===== src/verilog/nbio_regs.svh =====
`ifndef NBIO_REGS_SVH
`define NBIO_REGS_SVH

// ==========================================================
// One-byte opcodes
`define NBIO_OP_READ_FIRST_PORT 8'h20
`define NBIO_OP_PORT_TO_ACC 8'h26
`define NBIO_OP_PORT_TO_MEM 8'h19
`define NBIO_OP_ACC_TO_PORT 8'h25
`define NBIO_OP_MEM_TO_PORT 8'h1A
`define NBIO_OP_BIT_SET_HI 6'h02
`define NBIO_OP_BIT_CLR_HI 6'h0A

// ==========================================================
// Two-byte opcodes: first byte
`define NBIO_HI_ZERO_SET 4'hD
`define NBIO_HI_ZERO_CLR 4'h9
`define NBIO_HI_FLAG_SET 4'hF
`define NBIO_HI_FLAG_CLR 4'hB
`define NBIO_HI_PREFIX 4'hC
`define NBIO_OP_DIRECT_READ 8'hC6
`define NBIO_OP_DIRECT_WRITE 8'hC7
`define NBIO_OP_PAIRED 8'hCD

// ==========================================================
// Two-byte opcodes: second byte
`define NBIO_SB_ZERO_BR 4'hD
`define NBIO_SB_DIRECT_READ 4'hF
`define NBIO_SB_PAIRED_READ 8'hF4
`define NBIO_SB_PAIRED_WRITE 8'hF5
`define NBIO_SB_MASK_AND 4'h5
`define NBIO_SB_MASK_OR 4'h4

// ==========================================================
// Fixed port numbers and reset values
`define NBIO_PORT_FIRST 4'h0
`define NBIO_PORT_AUX 4'h4
`define NBIO_PORT_WORK 4'h5
`define NBIO_RST_NIBBLE 4'h0
`define NBIO_RST_PC_LOW 8'h00

`endif

===== src/verilog/nbio_pkg.sv =====
package nbio_pkg;

	// ==========================================================
	// Decoder sequencing
	typedef enum logic {
		NBIO_ST_FIRST,
		NBIO_ST_SECOND
	} nbio_state_t;

	// ==========================================================
	// Writes from the rest of the core into the shared registers
	typedef struct packed {
		logic ac_we;
		logic [3:0] ac;
		logic e_we;
		logic [3:0] e;
		logic zflag_we;
		logic zflag;
	} nbio_core_wr_t;

	// Low program counter replacement
	typedef struct packed {
		logic load;
		logic [7:0] low;
	} nbio_pc_t;

	// Memory nibble write at the pointer pair
	typedef struct packed {
		logic we;
		logic [3:0] data;
	} nbio_mem_wr_t;

endpackage : nbio_pkg


===== src/verilog/nbio_decode.sv =====
`timescale 1ns/100ps
`include "nbio_regs.svh"

module nbio_decode #(
	parameter int NPORTS = 16,
	parameter int PTR_W = 8
) (
	// Clock and reset
	input wire logic mclk,
	input wire logic srst,
	// Instruction fetch
	input wire logic fetch_valid,
	input wire logic [7:0] fetch_byte,
	output logic second_pending,
	// Core state
	input wire logic [3:0] port_index_reg,
	input wire logic [PTR_W-1:0] memory_pointer_pair,
	input wire logic [15:0] user_flags,
	input wire nbio_pkg::nbio_core_wr_t core_wr,
	input wire logic [3:0] mem_rd_data,
	output logic [3:0] work_nibble_reg,
	output logic [3:0] aux_nibble_reg,
	output logic zero_flag,
	// Program counter and memory
	output nbio_pkg::nbio_pc_t pc_low_load,
	output nbio_pkg::nbio_mem_wr_t mem_wr,
	output logic [PTR_W-1:0] mem_wr_addr,
	// Ports
	input wire logic [NPORTS-1:0][3:0] port_pin_in,
	output logic [NPORTS-1:0][3:0] port_out
);

	// ==========================================================
	// Elaboration checks
	generate
		if (NPORTS != 16)
		begin : g_bad_ports
			$error("nbio_decode: a 4-bit port field needs exactly 16 ports");
		end
		if (PTR_W < 1)
		begin : g_bad_hl
			$error("nbio_decode: memory pointer width must be positive");
		end
	endgenerate

	// ==========================================================
	// Helpers
	function automatic logic nib_zero(input logic [3:0] v);
		nib_zero = (v == 4'h0);
	endfunction : nib_zero

	function automatic logic [3:0] bit_mask(input logic [1:0] t);
		bit_mask = 4'h1 << t;
	endfunction : bit_mask

	// ==========================================================
	// Pin synchronisers
	logic [NPORTS-1:0][3:0] pin_s1_ff;
	logic [NPORTS-1:0][3:0] pin_s2_ff;

	always_ff @(posedge mclk)
	begin
		pin_s1_ff <= port_pin_in;
		pin_s2_ff <= pin_s1_ff;
	end

	// ==========================================================
	// State
	nbio_pkg::nbio_state_t state_ff;
	nbio_pkg::nbio_state_t nxt_state;
	logic [7:0] first_ff;
	logic [3:0] ac_ff;
	logic [3:0] e_ff;
	logic zflag_ff;
	logic pc_load_ff;
	logic [7:0] pc_low_ff;
	logic mem_we_ff;
	logic [3:0] mem_data_ff;
	logic [PTR_W-1:0] mem_addr_ff;
	logic [NPORTS-1:0][3:0] port_ff;

	// Decoded action of the current byte
	logic ex_ac_we;
	logic [3:0] ex_ac;
	logic ex_e_we;
	logic ex_zflag_we;
	logic [3:0] ex_zflag_val;
	logic ex_pc_ld;
	logic ex_mem_we;
	logic ex_p_we;
	logic [3:0] ex_p_idx;
	logic [3:0] ex_p_val;
	logic ex_p2_we;
	logic [3:0] cur_port;

	assign cur_port = pin_s2_ff[port_index_reg];
	assign second_pending = (state_ff == nbio_pkg::NBIO_ST_SECOND);

	// ==========================================================
	// Decode
	always_comb
	begin
		nxt_state = nbio_pkg::NBIO_ST_FIRST;
		ex_ac_we = 1'b0;
		ex_ac = 4'h0;
		ex_e_we = 1'b0;
		ex_zflag_we = 1'b0;
		ex_zflag_val = 4'h0;
		ex_pc_ld = 1'b0;
		ex_mem_we = 1'b0;
		ex_p_we = 1'b0;
		ex_p_idx = port_index_reg;
		ex_p_val = 4'h0;
		ex_p2_we = 1'b0;
		if (!fetch_valid)
			nxt_state = state_ff;
		else if (state_ff == nbio_pkg::NBIO_ST_FIRST)
		begin
			unique case (fetch_byte[7:4])
				`NBIO_HI_ZERO_SET, `NBIO_HI_ZERO_CLR, `NBIO_HI_FLAG_SET,
				`NBIO_HI_FLAG_CLR, `NBIO_HI_PREFIX:
					nxt_state = nbio_pkg::NBIO_ST_SECOND;
				default:
					nxt_state = nbio_pkg::NBIO_ST_FIRST;
			endcase
			if (fetch_byte == `NBIO_OP_READ_FIRST_PORT)
			begin
				ex_ac_we = 1'b1;
				ex_ac = pin_s2_ff[`NBIO_PORT_FIRST];
				ex_zflag_we = 1'b1;
				ex_zflag_val = ex_ac;
			end
			if (fetch_byte == `NBIO_OP_PORT_TO_ACC)
			begin
				ex_ac_we = 1'b1;
				ex_ac = cur_port;
				ex_zflag_we = 1'b1;
				ex_zflag_val = cur_port;
			end
			if (fetch_byte == `NBIO_OP_PORT_TO_MEM)
				ex_mem_we = 1'b1;
			if (fetch_byte == `NBIO_OP_ACC_TO_PORT)
			begin
				ex_p_we = 1'b1;
				ex_p_val = ac_ff;
			end
			if (fetch_byte == `NBIO_OP_MEM_TO_PORT)
			begin
				ex_p_we = 1'b1;
				ex_p_val = mem_rd_data;
			end
			if (fetch_byte[7:2] == `NBIO_OP_BIT_SET_HI)
			begin
				ex_p_we = 1'b1;
				ex_p_val = cur_port | bit_mask(fetch_byte[1:0]);
			end
			if (fetch_byte[7:2] == `NBIO_OP_BIT_CLR_HI)
			begin
				ex_p_we = 1'b1;
				ex_p_val = cur_port & ~bit_mask(fetch_byte[1:0]);
				ex_zflag_we = 1'b1;
				ex_zflag_val = ex_p_val;
			end
		end
		else
		begin
			unique case (first_ff[7:4])
				`NBIO_HI_ZERO_SET, `NBIO_HI_ZERO_CLR:
					ex_pc_ld = (fetch_byte[7:4] == `NBIO_SB_ZERO_BR) &&
						(zflag_ff == (first_ff[7:4] == `NBIO_HI_ZERO_SET));
				`NBIO_HI_FLAG_SET, `NBIO_HI_FLAG_CLR:
					ex_pc_ld = (user_flags[fetch_byte[7:4]] ==
						(first_ff[7:4] == `NBIO_HI_FLAG_SET));
				`NBIO_HI_PREFIX:
				begin
					if (first_ff == `NBIO_OP_DIRECT_READ)
					begin
						if (fetch_byte[7:4] == `NBIO_SB_DIRECT_READ)
						begin
							ex_ac_we = 1'b1;
							ex_ac = pin_s2_ff[fetch_byte[3:0]];
							ex_zflag_we = 1'b1;
							ex_zflag_val = ex_ac;
						end
					end
					else if (first_ff == `NBIO_OP_DIRECT_WRITE)
					begin
						ex_p_we = 1'b1;
						ex_p_idx = fetch_byte[3:0];
						ex_p_val = ac_ff;
					end
					else if (first_ff == `NBIO_OP_PAIRED)
					begin
						if (fetch_byte == `NBIO_SB_PAIRED_READ)
						begin
							ex_e_we = 1'b1;
							ex_ac_we = 1'b1;
							ex_ac = pin_s2_ff[`NBIO_PORT_WORK];
						end
						ex_p2_we = (fetch_byte == `NBIO_SB_PAIRED_WRITE);
					end
					else if (fetch_byte[7:4] == `NBIO_SB_MASK_AND)
					begin
						ex_p_we = 1'b1;
						ex_p_idx = fetch_byte[3:0];
						ex_p_val = pin_s2_ff[fetch_byte[3:0]] & first_ff[3:0];
						ex_zflag_we = 1'b1;
						ex_zflag_val = ex_p_val;
					end
					else if (fetch_byte[7:4] == `NBIO_SB_MASK_OR)
					begin
						ex_p_we = 1'b1;
						ex_p_idx = fetch_byte[3:0];
						ex_p_val = pin_s2_ff[fetch_byte[3:0]] | first_ff[3:0];
						ex_zflag_we = 1'b1;
						ex_zflag_val = ex_p_val;
					end
				end
				default:
					ex_pc_ld = 1'b0;
			endcase
		end
	end

	// ==========================================================
	// Sequencer
	always_ff @(posedge mclk)
	begin
		if (srst)
		begin
			state_ff <= nbio_pkg::NBIO_ST_FIRST;
			first_ff <= 8'h00;
		end
		else
		begin
			state_ff <= nxt_state;
			if (fetch_valid && state_ff == nbio_pkg::NBIO_ST_FIRST)
				first_ff <= fetch_byte;
		end
	end

	// ==========================================================
	// Working, auxiliary and zero flag registers
	always_ff @(posedge mclk)
	begin
		if (srst)
		begin
			ac_ff <= `NBIO_RST_NIBBLE;
			e_ff <= `NBIO_RST_NIBBLE;
			zflag_ff <= 1'b0;
		end
		else
		begin
			if (ex_ac_we)
				ac_ff <= ex_ac;
			else if (core_wr.ac_we)
				ac_ff <= core_wr.ac;
			if (ex_e_we)
				e_ff <= pin_s2_ff[`NBIO_PORT_AUX];
			else if (core_wr.e_we)
				e_ff <= core_wr.e;
			if (ex_zflag_we)
				zflag_ff <= nib_zero(ex_zflag_val);
			else if (core_wr.zflag_we)
				zflag_ff <= core_wr.zflag;
		end
	end

	// ==========================================================
	// Program counter and memory requests
	always_ff @(posedge mclk)
	begin
		if (srst)
		begin
			pc_load_ff <= 1'b0;
			pc_low_ff <= `NBIO_RST_PC_LOW;
			mem_we_ff <= 1'b0;
			mem_data_ff <= `NBIO_RST_NIBBLE;
			mem_addr_ff <= '0;
		end
		else
		begin
			pc_load_ff <= ex_pc_ld;
			if (ex_pc_ld)
				pc_low_ff <= {first_ff[3:0], fetch_byte[3:0]};
			mem_we_ff <= ex_mem_we;
			if (ex_mem_we)
			begin
				mem_data_ff <= cur_port;
				mem_addr_ff <= memory_pointer_pair;
			end
		end
	end

	// ==========================================================
	// Port output latches
	always_ff @(posedge mclk)
	begin
		if (srst)
			port_ff <= '0;
		else if (ex_p2_we)
		begin
			port_ff[`NBIO_PORT_AUX] <= e_ff;
			port_ff[`NBIO_PORT_WORK] <= ac_ff;
		end
		else if (ex_p_we)
			port_ff[ex_p_idx] <= ex_p_val;
	end

	assign work_nibble_reg = ac_ff;
	assign aux_nibble_reg = e_ff;
	assign zero_flag = zflag_ff;
	assign pc_low_load = '{load: pc_load_ff, low: pc_low_ff};
	assign mem_wr = '{we: mem_we_ff, data: mem_data_ff};
	assign mem_wr_addr = mem_addr_ff;
	assign port_out = port_ff;
endmodule : nbio_decode


===== config.mk =====
export PLATFORM = sky130hd
export DESIGN_NAME = nbio_decode
export DESIGN_NICKNAME = d
export VERILOG_FILES = /design/src/verilog/nbio_pkg.sv /design/src/verilog/nbio_decode.sv
export VERILOG_INCLUDE_DIRS = /design/src /design/src/verilog
export SDC_FILE = /design/constraint.sdc
export NUM_CORES = 1
export LEC_CHECK = 0
export BUFFER_PORTS_ARGS = -buffer_cell sky130_fd_sc_hd__buf_2
export CAP_MARGIN = 10
export CORE_MARGIN = 1.5
export CORE_UTILIZATION = 40
export DETAILED_ROUTE_END_ITERATION = 10
export HOLD_SLACK_MARGIN = 0.05
export PLACE_DENSITY = 0.75
export SETUP_SLACK_MARGIN = 0.05
export SKIP_CTS_REPAIR_TIMING = 1
export SYNTH_ARGS = -nofsm -noshare
export SYNTH_HDL_FRONTEND = slang
export SYNTH_SLANG_ARGS = --single-unit

===== constraint.sdc =====
create_clock -name mclk -period 2.7 [get_ports mclk]
set_clock_uncertainty 0.05 [all_clocks]
set_input_delay 0.54 -clock mclk [delete_from_list [all_inputs] [get_ports mclk]]
set_output_delay 0.54 -clock mclk [all_outputs]
set_load 0.01 [all_outputs]

==> results.md <==
- Placer Congestion: about 0.97
- Starting Density: roughly two fifths
- Max-slew violation count: 0
- Met1 Track Usage GR: a little over a quarter
- Initial DRC count: about 420
- Synthesized cell area: 8910 sq um
- Num rows: 54
- Syn. warnings: 0
- Final #Nets: ~1.3k
- Layout cells sized above 1: a little under two fifths
- Hold path cells: 1
- Fmax: ~0.39 GHz
- Post-synth cell types: 77
- TritonCTS clock tree: yes
- Worst reg-to-reg path cell count: 7
- Final std cells w/o fill: about 1.5k
- Buffers on Ports: 214
- Arr. time, crit path: between 2 and 3 ns
- Critical R2R Capture: port_out[41]
- Static Leak: 0.00554 uW
- Die footprint: about 23000 sq um
- Mux contribution to synthesized area: approximately 18%
- Commonest cells in the netlist: dfxtp_1 (232), nor2_1 (70), mux2i_1 (66), nand2_1 (61), mux4_2 (38)
- Fraction of synthesized cell area in xor and xnor cells: less than 1%
- Slack of the critical path: between 0.1 and 0.15 ns
- Vias in the first global route: around 7.6k
- CTS root buffer: clkbuf_16
- Slew of the pin with the lowest slew margin: 0.541 ns
- Syn Nets: around 930
- Synth Area in Adders: less than 1%
- Critical path launch point: first_ff[6]
- Num CTS Buffers: 24
- Register area share after synthesis: 52.1%
- Hold Fails Final Rpt: 0
- Max-cap check violation count: 0
- Fill cells: between 1.5k and 2k
- Core area: approximately 22000 sq um
- Maximum vdd ir drop: between 600 and 700 uV
- Met3 usage: under 10%
- Register area: ~4600 sq um
- P&R area growth vs syn: 41.9%
- Period minus WS final: about 2.6 ns
- DR vias/cell: between 5 and 6
- Post-synth EDFFs: 0
- Critical path class: flop to flop
- Min-Delay Path Class: primary input to flop
- Number of clock sinks: 232
- Antenna Nets Post-Route: 0
- Most numerous cell in the Yosys netlist: dfxtp_1
- Relative max-transition margin: between 60 and 70%
- R2r setup slk: between 0.1 and 0.15 ns
- Post-synth ARST share: 0%
- Most area-consuming cells after synthesis: dfxtp_1 (52%), mux4_2 (9.6%), mux2i_1 (7.4%)
- Run status: completed
- Worst-path clk slew: 0.06 ns
- Placed Cells: ~1.4k
- Latest clock arrival within the worst-skew pair: between 0.5 and 0.6 ns
- Via count: about 7.8k
- Largest net degree at the start of global routing: 50
- #FFs+latches synth: approximately 230
- GRT overflow: 0
- Simple-Gate Fraction of Synth Area: around 14%
- DP Worst Slack: -0.216 ns
- Die extent in x: roughly 150 um
- # H-tree levels: 1
- Post-Syn Instances: a little over 800
- CP Launch Type: flop
- R2R Path Start: first_ff[6]
- I/O pin total: roughly 220
- Syn Area/Cell: between 10 and 15 sq um
- Gr busiest metal: met2
- WL/cell: about 19 um
- Final setup fails: 0
- DRC: 0
- Largest family of logic cells by synthesized area: multiplexers
- Die Y: 152 um
- RSZ-0062 raised after global routing: true
- Met2 usage: about two fifths
- WL final: roughly 28000 um
- Antenna violations before repair: 0
- First-pass DRT Iterations: 5
- Post-DP HPWL: about 20000 um
- Power density cells: 625 nW/um^2
- Tot GR Track Use: between 20% and 30%
- Area share of the leading cell type in the synthesized netlist: a little over half
- Diode count: 0
- Final Util: 57.9%
- Post-synth top area cell: dfxtp_1
- Post-synthesis compound-gate area fraction: between 10 and 15%
- CP max FO: 6
- First-pass GRT wire length: 41400 um
- Period Utilization, post-route: roughly 94%
- Critical path capture point: port_out[41]
- Clock Path Buffers: 3
- Critical path capture point type: flop
- Area of the multi-input gates: between 4000 and 5000 sq um
- CP required: between 3 and 4 ns
- Main synth FF type: dfxtp_1
==> critical path: stages, from the launching register on <==
cell,delay [ns]
dfxtp_1,0.36
nor4bb_1,0.42
nand3_1,0.26
a22oi_2,0.41
o32a_1,0.37
a21o_1,0.29
mux2i_1,0.22
nor2_1,0.05
==> how the worst min path moves through the flow <==
stage | startpoint | end | slack (ns)
6_report | port_pin_in[62] | pin_s1_ff[62] | 0.06
5_1_grt | port_pin_in[62] | pin_s1_ff[62] | 0.04
4_1_cts | port_pin_in[59] | pin_s1_ff[59] | 0.03
3_5_place_dp | pin_s1_ff[18] | pin_s2_ff[18] | 0.26
3_3_place_gp | pin_s1_ff[51] | pin_s2_ff[51] | 0.26
2_1_floorplan | pin_s1_ff[0] | pin_s2_ff[0] | 0.26
==> where the power goes <==
group          internal, uW  switching (uW)
clock                  2090            1430
combinational           413             340
sequential             3540            77.9
==> cells by family after synthesis <==
family                     after synthesis
buffers and inverters                   61
muxes                                  111
and+or+nand+nor                        243
DFF                                    232
adders and majority gates                1
xor gates and xnor gates                 3
AOI/OAI and AO/OA                      159
==> routing by layer <==
layer  wire length, um  vias up
li1                  -     3725
met3              1460       66
met4              1070        0
met5                 0        -
met1             11400     3719
met2             14200      253
==> per-stage QoR <==
stage | power (uW) | area [sq um] | TNS (ns) | hold slack, ns
floorplan | 4020 | 8970 | -0.107 | 0.260
global placement | 4350 | 11100 | -8.87 | 0.261
detailed placement | 4360 | 11100 | -10.75 | 0.262
CTS | 7860 | 12000 | 0 | 0.0322
global route | 8150 | 12600 | 0 | 0.0443
finish | 7900 | 12600 | 0 | 0.0553
==> area by class of cell <==
class	instances	share of cell area (%)
clock inverters	14	1.71
inverters	8	0.237
multi-input cells	518	32.1
repair buffers	402	21.4
flip-flops and latches	232	36.7
well taps	280	2.77
clock buffers	28	5.03
==> cell usage in the layout (no fill, tap or decap), types with 7 or more instances in the layout <==
cell	count
nand3_1	27
mux4_2	38
dfxtp_1	232
nand2_1	61
buf_4	121
clkbuf_16	24
nor2_1	70
nand4_1	9
mux2i_1	66
a22oi_1	7
nor3_1	13
nand2b_1	10
inv_1	7
o21ai_0	21
nor2b_1	11
a21oi_1	29
buf_2	214
a211oi_1	16
o211ai_1	9
mux2_2	7
dlygate4sd3_1	61
Note: power is estimated with default switching activity, not from simulation.
